$ cat src/hdl/aid_pkg.sv
// Constants and types for the adapter interrupt and i/o decode block
package aid_pkg;
  localparam logic [3:0] OPC_IO_TRANSFER = 4'hA;
  localparam int         NUM_IRQ         = 12;
  localparam int         DATA_W          = 26;
  localparam logic [8:0] JUMP_TARGET     = 9'h100; // Location 400 octal
  localparam int         DIR_BIT         = 1;      // A2 in operand bit index
  localparam int         RD_BIT          = 0;      // A1
  localparam logic [4:0] SEL_MODE        = 5'h00;
  localparam logic [4:0] SEL_DO_RESET    = 5'h01;
  localparam logic [4:0] SEL_DO_SET      = 5'h02;
  localparam logic [4:0] SEL_IC_SET      = 5'h04;
  localparam logic [4:0] SEL_IC_RESET    = 5'h05;
  localparam logic [4:0] SEL_IRQ_ACK     = 5'h06;
  localparam logic [4:0] SEL_SW_LOAD     = 5'h07;
  localparam logic [4:0] SEL_SW_IRQ_CNT  = 5'h0C;
  localparam logic [4:0] SEL_TC_READ     = 5'h0D;
  localparam logic [4:0] SEL_INHIBIT     = 5'h0E;
  localparam logic [4:0] SEL_ML_CNT      = 5'h0F;
  localparam logic [4:0] SEL_IRQ_STORE   = 5'h16; // Input group interrupt storage
  localparam logic [DATA_W-1:0] RST_WORD = '0;

  typedef enum logic [3:0] {
    AID_NONE, AID_MODE, AID_DO_RESET, AID_DO_SET, AID_IC_SET, AID_IC_RESET,
    AID_IRQ_ACK, AID_SW_LOAD, AID_SW_IRQ_CNT, AID_TC_READ, AID_INHIBIT, AID_ML_CNT
  } aid_sel_t;

  // One io transfer request from the computer
  typedef struct packed {
    logic              valid;
    logic [3:0]        opcode;
    logic [8:0]        operand;
    logic [DATA_W-1:0] data;
  } aid_req_t;
endpackage : aid_pkg

$ cat src/hdl/aid_adapter_irq.sv
// Interrupt storage, inhibit and io address decode of the data adapter
module aid_adapter_irq (
  input  wire logic                     SYS_CLK,
  input  wire logic                     RST,
  input  wire aid_pkg::aid_req_t        IO_REQ,
  input  wire logic                     INSTR_DONE,
  input  wire logic [aid_pkg::NUM_IRQ-1:0] IRQ_SRC,
  input  wire logic [aid_pkg::DATA_W-1:0]  TC_ERR_IN,
  output logic [aid_pkg::DATA_W-1:0]    MODE_REG,
  output logic [aid_pkg::DATA_W-1:0]    DISC_OUT,
  output logic [aid_pkg::DATA_W-1:0]    INT_CTRL,
  output logic [aid_pkg::DATA_W-1:0]    SW_SEL,
  output logic [aid_pkg::DATA_W-1:0]    SW_IRQ_CNT,
  output logic [aid_pkg::DATA_W-1:0]    ML_CNT,
  output logic [aid_pkg::NUM_IRQ-1:0]   IRQ_MASK,
  output logic [aid_pkg::NUM_IRQ-1:0]   IRQ_STORE,
  output logic [aid_pkg::NUM_IRQ-1:0]   IRQ_SUPPR,
  output logic [aid_pkg::DATA_W-1:0]    RD_DATA,
  output logic                          RD_VALID,
  output logic                          SECTOR_JUMP,
  output logic [8:0]                    JUMP_ADDR
);
  import aid_pkg::*;

  // ----------------------------------------------------------------
  // Input synchronisers
  // ----------------------------------------------------------------
  logic [NUM_IRQ-1:0] src_m_q;
  logic [NUM_IRQ-1:0] src_q;
  logic [DATA_W-1:0]  tc_m_q;
  logic [DATA_W-1:0]  tc_q;

  // Two stages for the external conditions
  always_ff @(posedge SYS_CLK or posedge RST) begin
    if (RST) begin
      src_m_q <= '0;
      src_q   <= '0;
      tc_m_q  <= '0;
      tc_q    <= '0;
    end else begin
      src_m_q <= IRQ_SRC;
      src_q   <= src_m_q;
      tc_m_q  <= TC_ERR_IN;
      tc_q    <= tc_m_q;
    end
  end

  // ----------------------------------------------------------------
  // Address decode
  // ----------------------------------------------------------------
  // Map the A7..A3 field to an output selection
  function automatic aid_sel_t dec_out(input logic [4:0] code);
    unique case (code)
      SEL_MODE:       dec_out = AID_MODE;
      SEL_DO_RESET:   dec_out = AID_DO_RESET;
      SEL_DO_SET:     dec_out = AID_DO_SET;
      SEL_IC_SET:     dec_out = AID_IC_SET;
      SEL_IC_RESET:   dec_out = AID_IC_RESET;
      SEL_IRQ_ACK:    dec_out = AID_IRQ_ACK;
      SEL_SW_LOAD:    dec_out = AID_SW_LOAD;
      SEL_SW_IRQ_CNT: dec_out = AID_SW_IRQ_CNT;
      SEL_TC_READ:    dec_out = AID_TC_READ;
      SEL_INHIBIT:    dec_out = AID_INHIBIT;
      SEL_ML_CNT:     dec_out = AID_ML_CNT;
      default:        dec_out = AID_NONE;
    endcase
  endfunction : dec_out

  logic     is_io;
  logic     is_wr;
  logic     is_rd;
  aid_sel_t sel;
  logic [DATA_W-1:0] wdat;

  assign is_io = IO_REQ.valid && (IO_REQ.opcode == OPC_IO_TRANSFER);
  assign is_wr = is_io && IO_REQ.operand[DIR_BIT] && !IO_REQ.operand[RD_BIT];
  assign is_rd = is_io && IO_REQ.operand[DIR_BIT] && IO_REQ.operand[RD_BIT];
  assign sel  = dec_out(IO_REQ.operand[6:2]);
  assign wdat = IO_REQ.data;

  // ----------------------------------------------------------------
  // Output registers
  // ----------------------------------------------------------------
  // Mode, discrete outputs and switch selector
  always_ff @(posedge SYS_CLK or posedge RST) begin
    if (RST) begin
      MODE_REG <= RST_WORD;
      DISC_OUT <= RST_WORD;
      SW_SEL   <= RST_WORD;
    end else if (is_wr) begin
      if (sel == AID_MODE) MODE_REG <= wdat;
      if (sel == AID_DO_RESET) DISC_OUT <= DISC_OUT & ~wdat;
      if (sel == AID_DO_SET) DISC_OUT <= DISC_OUT | wdat;
      if (sel == AID_SW_LOAD) SW_SEL <= wdat;
    end
  end

  // Internal control set and reset
  always_ff @(posedge SYS_CLK or posedge RST) begin
    if (RST) begin
      INT_CTRL <= RST_WORD;
    end else if (is_wr) begin
      if (sel == AID_IC_SET) INT_CTRL <= INT_CTRL | wdat;
      if (sel == AID_IC_RESET) INT_CTRL <= INT_CTRL & ~wdat;
    end
  end

  // Counters and inhibit mask loaded from the computer
  always_ff @(posedge SYS_CLK or posedge RST) begin
    if (RST) begin
      SW_IRQ_CNT <= RST_WORD;
      ML_CNT     <= RST_WORD;
      IRQ_MASK   <= '0;
    end else if (is_wr) begin
      if (sel == AID_SW_IRQ_CNT) SW_IRQ_CNT <= wdat;
      if (sel == AID_ML_CNT) ML_CNT <= wdat;
      if (sel == AID_INHIBIT) IRQ_MASK <= wdat[NUM_IRQ-1:0];
    end
  end

  // Reads into the accumulator
  always_ff @(posedge SYS_CLK or posedge RST) begin
    if (RST) begin
      RD_DATA  <= RST_WORD;
      RD_VALID <= 1'b0;
    end else begin
      RD_VALID <= is_rd;
      if (is_rd) begin
        if (IO_REQ.operand[6:2] == SEL_TC_READ) RD_DATA <= tc_q;
        else if (IO_REQ.operand[6:2] == SEL_IRQ_STORE)
          RD_DATA <= {{(DATA_W-NUM_IRQ){1'b0}}, IRQ_STORE};
        else RD_DATA <= RST_WORD;
      end
    end
  end

  // ----------------------------------------------------------------
  // Interrupt storage and suppression
  // ----------------------------------------------------------------
  logic [NUM_IRQ-1:0] ack;
  logic [NUM_IRQ-1:0] src_prev_q;
  logic [NUM_IRQ-1:0] rise;

  assign ack  = (is_wr && sel == AID_IRQ_ACK) ? wdat[NUM_IRQ-1:0] : '0;
  assign rise = src_q & ~src_prev_q & ~IRQ_SUPPR;

  logic [NUM_IRQ-1:0] ack_clr;
  logic [NUM_IRQ-1:0] ack_hold;
  // Acknowledged bits with no fresh edge, and those whose source still stands
  assign ack_clr  = ack & ~rise;
  assign ack_hold = ack & src_q;

  // twelve storage bits, set wins over clear
  always_ff @(posedge SYS_CLK or posedge RST) begin
    if (RST) begin
      src_prev_q <= '0;
      IRQ_STORE  <= '0;
    end else begin
      src_prev_q <= src_q;
      IRQ_STORE <= (IRQ_STORE & ~ack) | rise;
    end
  end

  always_ff @(posedge SYS_CLK or posedge RST) begin
    if (RST) begin
      IRQ_SUPPR <= '0;
    end else begin
      IRQ_SUPPR <= (IRQ_SUPPR | (ack & src_q)) & src_q;
    end
  end

  // ----------------------------------------------------------------
  // Forced jump
  // ----------------------------------------------------------------
  logic pending;
  assign pending = |(IRQ_STORE & ~IRQ_SUPPR & ~IRQ_MASK);

  always_ff @(posedge SYS_CLK or posedge RST) begin
    if (RST) begin
      SECTOR_JUMP <= 1'b0;
      JUMP_ADDR   <= '0;
    end else begin
      SECTOR_JUMP <= pending && INSTR_DONE;
      JUMP_ADDR   <= JUMP_TARGET;
    end
  end

  // ----------------------------------------------------------------
  // Checks
  // ----------------------------------------------------------------
  property p_jump;
    @(posedge SYS_CLK) disable iff (RST)
      (pending && INSTR_DONE) |=> (SECTOR_JUMP && JUMP_ADDR == JUMP_TARGET);
  endproperty
  a_jump: assert property (p_jump) else $error("jump not forced");

  property p_nojump;
    @(posedge SYS_CLK) disable iff (RST)
      !(pending && INSTR_DONE) |=> !SECTOR_JUMP;
  endproperty
  a_nojump: assert property (p_nojump) else $error("spurious jump");

  property p_ack_clear;
    @(posedge SYS_CLK) disable iff (RST)
      (ack_clr != '0) |=> ((IRQ_STORE & $past(ack_clr)) == '0);
  endproperty
  a_ack_clear: assert property (p_ack_clear) else $error("ack did not clear");

  property p_keep;
    @(posedge SYS_CLK) disable iff (RST)
      (IRQ_STORE != '0) |=> ((($past(IRQ_STORE) & ~$past(ack)) & ~IRQ_STORE) == '0);
  endproperty
  a_keep: assert property (p_keep) else $error("stored bit lost");

  property p_suppr;
    @(posedge SYS_CLK) disable iff (RST)
      (ack_hold != '0) |=> ((IRQ_SUPPR & $past(ack_hold)) == $past(ack_hold));
  endproperty
  a_suppr: assert property (p_suppr) else $error("no suppression");

  property p_release;
    @(posedge SYS_CLK) disable iff (RST)
      (IRQ_SUPPR != '0) |=> ((IRQ_SUPPR & ~$past(src_q)) == '0);
  endproperty
  a_release: assert property (p_release) else $error("suppression stuck");

  property p_mode;
    @(posedge SYS_CLK) disable iff (RST)
      (is_wr && IO_REQ.operand[6:2] == 5'h00) |=> MODE_REG == $past(wdat);
  endproperty
  a_mode: assert property (p_mode) else $error("mode not loaded");

  property p_icset;
    @(posedge SYS_CLK) disable iff (RST)
      (is_wr && IO_REQ.operand[6:2] == 5'h04) |=> ((INT_CTRL & $past(wdat)) == $past(wdat));
  endproperty
  a_icset: assert property (p_icset) else $error("control set failed");

  property p_swld;
    @(posedge SYS_CLK) disable iff (RST)
      (is_wr && IO_REQ.operand[6:2] == 5'h07) |=> SW_SEL == $past(wdat);
  endproperty
  a_swld: assert property (p_swld) else $error("selector not loaded");

  property p_rdv;
    @(posedge SYS_CLK) disable iff (RST)
      (IO_REQ.valid && IO_REQ.opcode == OPC_IO_TRANSFER && IO_REQ.operand[1:0] == 2'b11)
        |=> RD_VALID;
  endproperty
  a_rdv: assert property (p_rdv) else $error("read not answered");
endmodule : aid_adapter_irq

$ cat config.mk
export PLATFORM = sky130hd
export DESIGN_NAME = aid_adapter_irq
export DESIGN_NICKNAME = d
export VERILOG_FILES = /design/src/hdl/aid_pkg.sv /design/src/hdl/aid_adapter_irq.sv
export SDC_FILE = /design/constraint.sdc
export NUM_CORES = 1
export LEC_CHECK = 0
export BUFFER_PORTS_ARGS = -buffer_cell sky130_fd_sc_hd__buf_4
export CORE_MARGIN = 4
export CORE_UTILIZATION = 40
export CTS_CLUSTER_SIZE = 20
export DETAILED_ROUTE_END_ITERATION = 12
export SYNTH_ARGS = -nofsm -noshare
export SYNTH_HDL_FRONTEND = slang
export SYNTH_SLANG_ARGS = --single-unit
$ cat constraint.sdc
create_clock -name SYS_CLK -period 14.65 [get_ports SYS_CLK]
set_input_delay 1.465 -clock SYS_CLK [delete_from_list [all_inputs] [get_ports SYS_CLK]]
set_output_delay 1.465 -clock SYS_CLK [all_outputs]
set_load 0.01 [all_outputs]
* Word-level counts from Yosys, hierarchy flattened *
Memories as Yosys holds them, arrays and structs flattened.
Index checks and enable logic that the tools add are counted.

word-level totals
  logic and storage cells = 75
  output and inout port bits = 229
  bits in read-only memories = 64
  register bits = 309
  memories kept = 1

cells by class
  multiplexer cells = 8
  reduce and logical (&&, ||, !) cells = 17
  bitwise logic cells = 18
  equal/unequal tests = 13

memories
  name             depth  width  read ports  clocked after Yosys merged registers in  wr ports  line                   RTL
  (no name shown)  16     4      1           0                                        0         aid_adapter_irq.sv:53  unique case (code)

operator list
  operator              count
  $mux W26              5
  $and A12 B12 Y12      7
  $and A26 B26 Y26      2
  $or A26 B26 Y26       2
  $not A12 Y12          4
  $not A26 Y26          1
  $mux W12              2
  $or A12 B12 Y12       2
  $eq A4 B3 Y1 const B  4
  $eq A4 B4 Y1 const B  4
  $reduce_and A2 Y1     7
  $reduce_or A12 Y1     1
  $eq A4 B2 Y1 const B  2
  $logic_and A1 B1 Y1   6
  $eq A5 B4 Y1 const B  1
  $eq A5 B5 Y1 const B  1
  $eq A4 B1 Y1 const B  1
  $mux W4               1
  $reduce_bool A2 Y1    2
  $logic_not A1 Y1      1

* Logic depth before layout (Yosys ltp) *
Gate-level depths: netlist (run 1).

  depth in word-level cells = 9
  mapped depth = 8

* Worst setup path after synthesis (run 1) *
No wires, ideal clock.

  path kind = input port to flip-flop
  start point = input IO_REQ[28] (netlist bit)
  end point = register ML_CNT[0] (netlist bit)
  path buffers = 1
  library setup time = 0.125 ns
  stages on the path = 7
  data arrival time = 3.317 ns
  slack = 11.208 ns
  cells stage by stage = inv_1 -> ha_1 -> or4_4 -> o21ai_0 -> nor4b_4 -> buf_6 -> mux2_2

on the way
  word-level cells in the longest chain between the ends = 4

RTL lines
  what                                line                    RTL
  from (decl)                         aid_adapter_irq.sv:5    input wire aid_pkg::aid_req_t IO_REQ,
  $mem_v2 Z16 W4                      n/a
  $mux W4                             aid_adapter_irq.sv:53
  $eq A4 B4 Y1                        aid_adapter_irq.sv:116  if (sel == AID_ML_CNT) ML_CNT <= wdat;
  $reduce_and A2 Y1 (no source line)  n/a
  to (signal assigned)                aid_adapter_irq.sv:116
  to (decl)                           aid_adapter_irq.sv:14   output logic [aid_pkg::DATA_W-1:0] ML_CNT,

Every way passes these cells.
A chain may end at the register's enable or synchronous reset.

* Final worst setup path (run 1) *
  start point = input IO_REQ[35] (netlist bit)
  end point = register SW_IRQ_CNT[5] (netlist bit)

on the way
  word-level cells in the longest chain between the ends = 5

RTL lines
  what                                line                    RTL
  $eq A4 B4 Y1                        aid_adapter_irq.sv:75   assign is_io = IO_REQ.valid && (IO_REQ.opcode == OPC_IO_TRANSFER);
  $logic_and A1 B1 Y1                 aid_adapter_irq.sv:75
  $logic_and A1 B1 Y1 (2 in series)   aid_adapter_irq.sv:76   assign is_wr = is_io && IO_REQ.operand[DIR_BIT] && !IO_REQ.operand[RD_BIT];
  $reduce_and A2 Y1 (no source line)  n/a
  to (signal assigned)                aid_adapter_irq.sv:115  if (sel == AID_SW_IRQ_CNT) SW_IRQ_CNT <= wdat;
  to (decl)                           aid_adapter_irq.sv:13   output logic [aid_pkg::DATA_W-1:0] SW_IRQ_CNT,

Every way passes these cells.

==> impl_metrics.tcl, run 1 <==
set metrics [dict create \
    power_frac_seq_pct 46.5 \
    place.gp.congestion 0.748 \
    grt.busiest_layer "met2" \
    r2r_setup_slack_ns 13.10 \
    dp_hpwl_um 19600 \
    finalClockSkew_ns 0.00714 \
    worstMarginPinSlew_ns 1.11 \
    p_clk_share_pct 47.6 \
    rsz0062_at_grt "no" \
    vias 7127 \
    grt_use_total_pct 18.5 \
    grt_pass1_vias 7431 \
    n_antenna_cell 0 \
    synth_cell_types 40 \
    syn2layout_area_growth_pct 34.8 \
    avgRoutedWirePerCell_um 19.4 \
    port_buffers 299 \
    coreArea_um2 27700 \
    maxSlewViolCount 0 \
    met2_usage_pct 29.0 \
    setup_tns_ns 0 \
    cap_violations 0 \
    ir_drop_mv 0.0714 \
    clock-root-buffer "clkbuf_16" \
    fp-row-count 61 \
    ys.warnings.count 0 \
    grt_overflow 0 \
    drt-initial-drc-count 368 \
    critPathArrivalTime_ns 3.95 \
    critical_path_class "in -> reg" \
    finalHoldViolCount 0 \
    status "completed" \
    pre_cts_ws_ns 10.54 \
    postRouteAntennaNets 0 \
    cts_made_buffers 35 \
    seq_area_frac_synth_pct 68.9 \
    slew_headroom_pct 25.4 \
    fin_cells 1478 \
    cp_max_fo 26 \
    clkTransAtPathRegs_ns 0.06 \
    synth_edf_count 0 \
    synth_area_um2 11200 \
    hold_class "reg -> reg" \
    drive_gt1_share_pct 49.5 \
    met3_usage_pct 6.44 \
    finalCritPeriodShare_pct 24.4 \
    setup_viol 0 \
    power_density_nw_per_um2 128 \
    die_y_um 176 \
    synthArstFlopShare_pct 100 \
    clockBufferDepth 3 \
    synthFlopType "dfrtp_1" \
    synth_seq_cells 309 \
    post-place-cells 1415 \
    post_cts_buffers 0 \
    vias_per_cell 4.82 \
    initial_core_util_pct 40.5 \
    start_kind "input port" \
    end_kind "flop" \
    switching_power_uw 415 \
    pwr-share-comb_pct 5.9 \
    clk_latency_ns 0.50 \
    fin_crit_ns 3.57 \
    grt_pass1_wl_um 44900 \
    synth.avg_cell_area_um2 14.8 \
    grtUsageMet1_pct 25.2 \
    io_pins 310 \
    antenna_found_initial 0 \
    internal_power_uw 1510 \
    p_sw_share_pct 21.5 \
    cts.sinks 309 \
    dieArea_um2 30800 \
    required_ns 15.03 \
    hold_buffers 0 \
    die_x_um 176 \
    tritoncts "done" \
    firstDrtPassIters 4 \
    p_leak_uw 0.00769 \
    grt_max_degree 189 \
    holdWs_ns 0.343 \
    htreeDepth 2 \
    syn_inst 759 \
    wirelength_um 28700 \
    nNetsFinal 1158 \
    fmax_mhz 280 \
    ctsResizeCount 0 \
    setup_ws_ns 11.08 \
    drc 0 \
]
[power groups by stage]
| stage | clock network, uW | registers [uW] | logic (uW) |
|---|---|---|---|
| floorplan | 0 | 921 | 37.8 |
| global placement | 0 | 912 | 115 |
| detailed placement | 0 | 914 | 116 |
| CTS | 942 | 898 | 116 |
| global route | 980 | 901 | 125 |
| finish | 918 | 898 | 113 |
[metrics by stage]
| stage | cell area [um^2] | util (%) | power [uW] |
|---|---|---|---|
| after floorplan | 11300 | - | 959 |
| after global placement | 13900 | 50.1 | 1030 |
| after detailed placement | 13900 | 50.1 | 1030 |
| after CTS | 15100 | 54.6 | 1960 |
| after global routing | 15100 | 54.6 | 2010 |
| final | 15100 | 54.6 | 1930 |
[logic make-up after synthesis]
kind of cell / Yosys count / share of synthesized area [%]
flip-flops: 309 / 68.9
multiplexers: 168 / 16.9
AND/OR/NAND/NOR: 130 / 6.33
buffers and inverters: 81 / 3.25
other: 2 / 0.0669
adder cells (fa/ha/maj): 3 / 0.334
AO/OA/AOI/OAI: 66 / 4.27
[cells in the final DEF, fill, tap and decap left out, drive strengths merged, types with 2 or more instances in the layout]
cell	instances
a21boi	12
o21ai	15
or4b	2
clkinvlp	2
ha	3
nand3	26
nor4	6
a32o	10
nand2	55
a22oi	12
clkbuf	51
nor3b	12
nor3	2
clkinv	6
bufinv	4
a21oi	12
inv	43
conb	9
dfrtp	309
nor2	17
a22o	2
mux2	168
buf	309
[cell usage after synthesis, types with 2 or more instances]
library cell,n,share of area (%)
clkbuf_1,15,0.50
conb_1,2,0.067
a32o_1,10,0.89
nor4_1,3,0.17
inv_1,43,1.4
buf_2,12,0.54
a22oi_1,12,0.80
buf_6,2,0.20
nor2_1,17,0.57
ha_1,3,0.33
a22o_1,2,0.16
nand2_1,55,1.8
or4b_1,2,0.18
dfrtp_1,309,69
mux2_2,162,16
nand3_1,26,1.2
nor3b_1,12,0.80
o21ai_0,15,0.67
nor4_4,2,0.38
buf_4,8,0.54
a21oi_1,12,0.54
mux2_1,6,0.60
a21boi_0,12,0.80
[layer usage]
| layer | share of wire [%] | wire (um) |
|---|---|---|
| met4 | 1.8 | 517 |
| met5 | 0 | 0 |
| met3 | 8.8 | 2520 |
| met2 | 46 | 13300 |
| met1 | 43 | 12400 |
[final cells by class]
| class | count | area [um^2] |
|---|---|---|
| fill | 2370 | 12600 |
| sequential | 309 | 7730 |
| multi-input combinational | 376 | 3180 |
| timing repair buffer | 309 | 2330 |
| clock buffer | 51 | 1080 |
| tap | 378 | 473 |
| inverter | 43 | 169 |
| clock inverter | 12 | 165 |
[worst paths after layout]
| check | startpoint | cells after the start | to |
|---|---|---|---|
| worst max register to register | IRQ_STORE[0]$_DFF_PP0_ | 3 | SECTOR_JUMP$_DFF_PP0_ |
| max in group asynchronous | RST | 3 | SW_IRQ_CNT[5]$_DFFE_PP0P_ |
| min in group asynchronous | RST | 2 | src_m_q[9]$_DFF_PP0_ |
| worst min-delay path | tc_m_q[6]$_DFF_PP0_ | 0 | tc_q[6]$_DFF_PP0_ |
| worst min register to register | tc_m_q[6]$_DFF_PP0_ | 0 | tc_q[6]$_DFF_PP0_ |
| worst max-delay path | IO_REQ[35] | 6 | SW_IRQ_CNT[5]$_DFFE_PP0P_ |
[worst max-delay path: stages]
cell and delay [ns]:
buf_4 0.10, nand2b_1 0.36, nor3_2 0.87, or4b_1 0.52, buf_4 0.29, mux2_2 0.32
Power figures use the tool's default switching activity.
==> run 2, diff against run 1 <==
PLACE_DENSITY = 0.66   (was default)
clock period = 3.1 ns   (was 14.65 ns; I/O delays follow)
==> run 2 against run 1 <==
Against the previous run: hold slack got worse by 0.31 ns; register-to-register slack got worse by 11 ns; largest power group is now registers; highest routed layer unchanged; global-route usage increased by 0.38 points; non-clock buffer count increased by 46; clock skew increased by 0.0083 ns; count of clock-buffer cells in the layout decreased by 3; design area increased by 2.0%; clock power increased to 4.2 times the previous value; first-iteration DRC count increased by 28%; worst setup slack got worse by 10 ns; utilization increased by 1.1 points; flip-flop and latch count unchanged.
==> impl_metrics.tcl, run 2 (synthesized netlist as in run 1, its figures left out) <==
set metrics [dict create \
    htreeDepth 2 \
    clk_latency_ns 0.51 \
    fp-row-count 61 \
    clock-root-buffer "clkbuf_16" \
    drc 0 \
    initial_core_util_pct 40.5 \
    wirelength_um 29300 \
    ctsResizeCount 0 \
    finalHoldViolCount 0 \
    syn2layout_area_growth_pct 37.5 \
    antenna_found_initial 1 \
    coreArea_um2 27700 \
    start_kind "input port" \
    m1WireLength_um 11900 \
    die_y_um 176 \
    final_common_cell "buf_4" \
    power_density_nw_per_um2 562 \
    layout_common_cells "313 x buf_4, 309 x dfrtp_1, 162 x mux2_2" \
    ir_drop_mv 0.363 \
    dieArea_um2 30800 \
    rsz0062_at_grt "no" \
    holdWs_ns 0.0326 \
    maxSlewViolCount 0 \
    grt_overflow 0 \
    avgRoutedWirePerCell_um 19.2 \
    dpl_cell_area_um2 14000 \
    ff_latch_area_um2 7730 \
    nNetsFinal 1203 \
    dp_hpwl_um 20500 \
    dr_wl_met2_um 14200 \
    multiInputGateArea_um2 3180 \
    worstMarginPinSlew_ns 1.05 \
    top_layer "met4" \
    vias 7342 \
    critPathArrivalTime_ns 2.43 \
    grt_pass1_vias 7951 \
    cts_made_buffers 34 \
    cap_violations 0 \
    cts.sinks 309 \
    end_kind "flop" \
    io_pins 310 \
    fin_crit_ns 2.05 \
    clkTransAtPathRegs_ns 0.06 \
    vias_per_cell 4.82 \
    p_leak_uw 0.00781 \
    grt_pass1_wl_um 46100 \
    slew_headroom_pct 29.4 \
    fin_cells 1523 \
    hold_class "in -> reg" \
    place.gp.congestion 0.774 \
    finalClockSkew_ns 0.0154 \
    met3_wirelength_um 2560 \
    firstDrtPassIters 4 \
    setup_viol 0 \
    drt-initial-drc-count 472 \
    fmax_mhz 488 \
    grt_max_degree 112 \
    status "completed" \
    post-place-cells 1422 \
    fillers 2320 \
    tritoncts "done" \
    post_cts_buffers 0 \
    drive_gt1_share_pct 47.6 \
    required_ns 3.48 \
    final_cell_area_um2 15400 \
    postRouteAntennaNets 0 \
    grt_use_total_pct 18.9 \
    die_x_um 176 \
    clockBufferDepth 3 \
    finalCritPeriodShare_pct 66.2 \
    setup_tns_ns 0 \
    critical_path_class "in -> reg" \
    cp_max_fo 26 \
    port_buffers 299 \
]
==> run 2: cell types whose count changed in the layout (fill, tap and decap cells not counted), moves of 3 or more <==
cell	delta
clkbuf_1	+4
bufinv_16	-3
clkbuf_16	-3
clkbuf_8	-4
dlygate4sd3_1	+39
buf_4	+5
==> run 2: path summary, 6_finish.rpt <==
path	from	to	slack, ns	cells after the start
worst max-delay path	IO_REQ[28]	ML_CNT[6]$_DFFE_PP0P_	1.05	8
worst min-delay path	INSTR_DONE	SECTOR_JUMP$_DFF_PP0_	0.03	3
worst max register to register	IRQ_STORE[0]$_DFF_PP0_	SECTOR_JUMP$_DFF_PP0_	1.71	3
worst min register to register	tc_m_q[19]$_DFF_PP0_	tc_q[19]$_DFF_PP0_	0.33	0
max in group asynchronous	RST	SW_IRQ_CNT[10]$_DFFE_PP0P_	1.77	4
min in group asynchronous	RST	SW_IRQ_CNT[1]$_DFFE_PP0P_	0.39	3
==> run 2: repair_timing <==
action / CTS / global route
hold buffers: 39 / 0
endpoints found under the setup margin: 0 / 0
endpoints found under the hold margin: 51 / 0
==> run 2: area by class of cell <==
| class | count | share of cell area, % |
|---|---|---|
| Inverter | 43 | 1.07 |
| Tap cell | 378 | 3.06 |
| Multi-Input combinational cell | 376 | 20.6 |
| Clock buffer | 48 | 6.24 |
| Sequential cell | 309 | 50.1 |
| Timing Repair Buffer | 355 | 18.1 |
| Clock inverter | 13 | 0.738 |
| Antenna cell | 1 | 0.0162 |
==> run 2: layer usage <==
| layer | up-vias | GRT usage (%) |
|---|---|---|
| met1 | 3743 | 24.0 |
| met3 | 41 | 6.67 |
| met2 | 238 | 31.2 |
| met4 | 0 | 5.04 |
| met5 | - | 0 |
| li1 | 3320 | - |
==> run 2: critical path: stages <==
cell,delay [ns]
buf_4,0.10
inv_1,0.04
ha_1,0.33
or4_4,0.47
o21ai_0,0.14
nor4b_4,0.23
buf_4,0.41
mux2_2,0.38
==> run 2: through the flow <==
| stage | util (%) | worst slack (ns) | total power, uW |
|---|---|---|---|
| final | 55.7 | 1.05 | 8680 |
| after detailed placement | 50.4 | 0.528 | 4870 |
| after CTS | 55.7 | 1.06 | 8810 |
| after global routing | 55.7 | 0.997 | 9060 |
| after floorplan | - | -1.32 | 4530 |
| after global placement | 50.4 | 0.575 | 4860 |
==> run 2: power by group <==
part	internal, uW	leakage (uW)	switching (uW)
combinational	270	0.00330	313
clock	2270	0.000529	1580
sequential	4180	0.00398	67.2
total	6720	0.00781	1960
==> run 3, diff against run 2 <==
ABC_AREA = 1   (was default)
clock period = 1.8 ns   (was 3.1 ns; I/O delays follow)
==> run 3 against run 2 <==
Against the previous run: critical path depth decreased by 2; clock skew decreased by 0.011 ns; critical endpoint is now SECTOR_JUMP$_DFF_PP0_; flip-flop and latch count unchanged; total power increased by 67%; design area increased by 5.5%; count of clock-buffer cells in the layout decreased by 5; cell count increased by 28%; synthesized cell count increased by 53%; via count increased by 28%; largest power group unchanged; routed wire length increased by 15%; combinational power increased by 46%.
==> impl_metrics.tcl, run 3 <==
set metrics [dict create \
    synth_fa_ha_area_share_pct 0.323 \
    grt_pass1_vias 9353 \
    power_density_nw_per_um2 892 \
    initial_core_util_pct 40.5 \
    cts.sinks 309 \
    cp_cell_sequence "nand3_1 > nand2_1 > nor3_1 > nand3_1 > nand2_1 > inv_1" \
    hp-start "IO_REQ[35]" \
    port_buffers 299 \
    fmax_mhz 713 \
    synth_top_family_by_area "simple AND/OR/NAND/NOR gates" \
    synthFlopType "dfrtp_1" \
    die_y_um 178 \
    cp_max_fo 4 \
    ff_latch_area_um2 7730 \
    syn_inst 1159 \
    nNetsFinal 1631 \
    place.gp.congestion 0.786 \
    synthArstFlopShare_pct 100 \
    fp-row-count 62 \
    postRouteAntennaNets 0 \
    required_ns 2.25 \
    p_leak_uw 0.00844 \
    clockBufferDepth 3 \
    post_cts_buffers 0 \
    crit_family "simple AND/OR/NAND/NOR gates" \
    vias_per_cell 4.82 \
    finalClockSkew_ns 0.00444 \
    io_pins 310 \
    slowest_delay_ns 0.43 \
    synthSimpleGateAreaFrac_pct 17.6 \
    synth_area_leaders "dfrtp_1 67%, nand2_1 10%, o21ai_0 5.4%, nand3_1 4.9%, inv_1 3.9%" \
    synth_seq_cells 309 \
    synthXorXnorAreaFrac_pct 0 \
    rsz0062_at_grt "no" \
    dp_hpwl_um 23300 \
    synth-compound-area-share_pct 8.53 \
    drive_gt1_share_pct 26.5 \
    die_x_um 178 \
    yosys.area.top_type "dfrtp_1" \
    fin_cells 1952 \
    cap_violations 0 \
    tritoncts "done" \
    avgRoutedWirePerCell_um 17.3 \
    crit_buf_inv 1 \
    clk_latency_ns 0.56 \
    ctsResizeCount 0 \
    n_antenna_cell 0 \
    syn2layout_area_growth_pct 40.2 \
    setup_viol 0 \
    fin_crit_ns 1.40 \
    wirelength_um 33700 \
    htreeDepth 1 \
    grt_overflow 0 \
    cts_made_buffers 31 \
    synthMuxAreaShare_pct 0 \
    post-place-cells 1832 \
    layout_common_cells "321 x buf_4, 313 x nand2_1, 309 x dfrtp_1" \
    status "completed" \
    synth_edf_count 0 \
    critical_path_class "reg -> reg" \
    ir_drop_mv 0.767 \
    vias 9404 \
    holdWs_ns 0.114 \
    yosysMostFrequentCell "nand2_1" \
    drc 0 \
    hold_class "in -> reg" \
    clock-root-buffer "clkbuf_16" \
    synth.avg_cell_area_um2 10.0 \
    hold_buffers 66 \
    finalCritPeriodShare_pct 77.9 \
    synth_cell_types 29 \
    seq_area_frac_synth_pct 66.6 \
    r2r-start "IRQ_STORE[10]$_DFF_PP0_" \
    final_common_cell "buf_4" \
    firstDrtPassIters 7 \
    grt_pass1_wl_um 52200 \
    drt-initial-drc-count 566 \
    grt_max_degree 68 \
    critPathArrivalTime_ns 1.85 \
    grt_use_total_pct 20.8 \
    clkTransAtPathRegs_ns 0.06 \
    dieArea_um2 31800 \
    coreArea_um2 28700 \
    end_kind "flop" \
    yosysTopAreaCellShare_pct 66.6 \
    synth_area_um2 11600 \
    fillers 2454 \
    crit_slowest_cell "dfrtp_1" \
    maxSlewViolCount 0 \
    start_kind "flop" \
    antenna_found_initial 0 \
    ys.warnings.count 0 \
    worstSetupStartpoint "IRQ_STORE[10]$_DFF_PP0_" \
    finalHoldViolCount 0 \
    multiInputGateArea_um2 3120 \
    yosys-top-cells-count "314 x nand2_1, 309 x dfrtp_1, 126 x o21ai_0, 122 x inv_1, 114 x nand3_1" \
]
==> run 3: cell types whose count changed after synthesis, moves of 46 or more <==
cell	previous run	this run
nand2_1	55	314
mux2_2	162	0
o21ai_0	15	126
nand3_1	26	114
inv_1	43	122
o21ai_1	0	46
==> run 3: metrics by stage <==
stage | worst slack, ns | power, uW | util, % | cell area, um^2 | TNS, ns
final | 0.397 | 14500 | 56.7 | 16300 | 0
after global routing | 0.288 | 15000 | 56.7 | 16300 | 0
after CTS | 0.346 | 14700 | 56.7 | 16300 | 0
after detailed placement | 0.0668 | 8030 | 50.8 | 14600 | 0
after global placement | 0.0874 | 8010 | 50.8 | 14600 | 0
after floorplan | -2.49 | 7580 | - | 11600 | -770.32
==> run 3: report_power, final <==
part	leakage [uW]	total (uW)	switching (uW)	internal [uW]
Sequential	0.00385	7160	61.7	7090
Clock	0.000515	6530	2640	3890
Combinational	0.00408	852	485	367
Total	0.00844	14500	3180	11300
==> run 3: worst reg2reg max path, cell delays in order, from the launching register on <==
cell and delay (ns):
dfrtp_1 0.43, nand3_1 0.12, nand2_1 0.10, nor3_1 0.35, nand3_1 0.17, nand2_1 0.09
inv_1 0.05
==> run 3: logic make-up (layout without fill, tap and decap cells) <==
kind of cell	count (synthesis)	after routing
AOI/OAI and AO/OA	189	189
adders and majority gates	3	3
DFF	309	309
other	2	9
buffers and inverters	185	587
and+or+nand+nor	471	471
==> run 3: per-layer routing <==
| metal | routed length [um] | global-route usage [%] |
|---|---|---|
| met1 | 14100 | 27.7 |
| met2 | 16200 | 34.9 |
| met3 | 2450 | 4.30 |
| met4 | 877 | 5.69 |
| met5 | 0 | 0 |
==> run 3: path summary, 6_finish.rpt <==
kind | endpoint | slack [ns] | cells after the start
max in group asynchronous | asynchronous set/reset pin | 0.85 | 5
min in group asynchronous | src_m_q[6]$_DFF_PP0_ | 0.15 | 3
worst min register to register | tc_q[18]$_DFF_PP0_ | 0.35 | 0
worst max register to register | SECTOR_JUMP$_DFF_PP0_ | 0.40 | 6
worst max-delay path | SECTOR_JUMP$_DFF_PP0_ | 0.40 | 6
worst min-delay path | RD_DATA[9]$_DFFE_PP0P_ | 0.11 | 5
==> run 3: area by class of cell <==
type | count | share of cell area (%)
clock buffers | 43 | 5.53
clock inverters | 11 | 0.837
inverters | 128 | 2.97
multi-input cells | 672 | 19.2
flip-flops and latches | 309 | 47.5
well taps | 384 | 2.95
repair buffers | 405 | 21.1
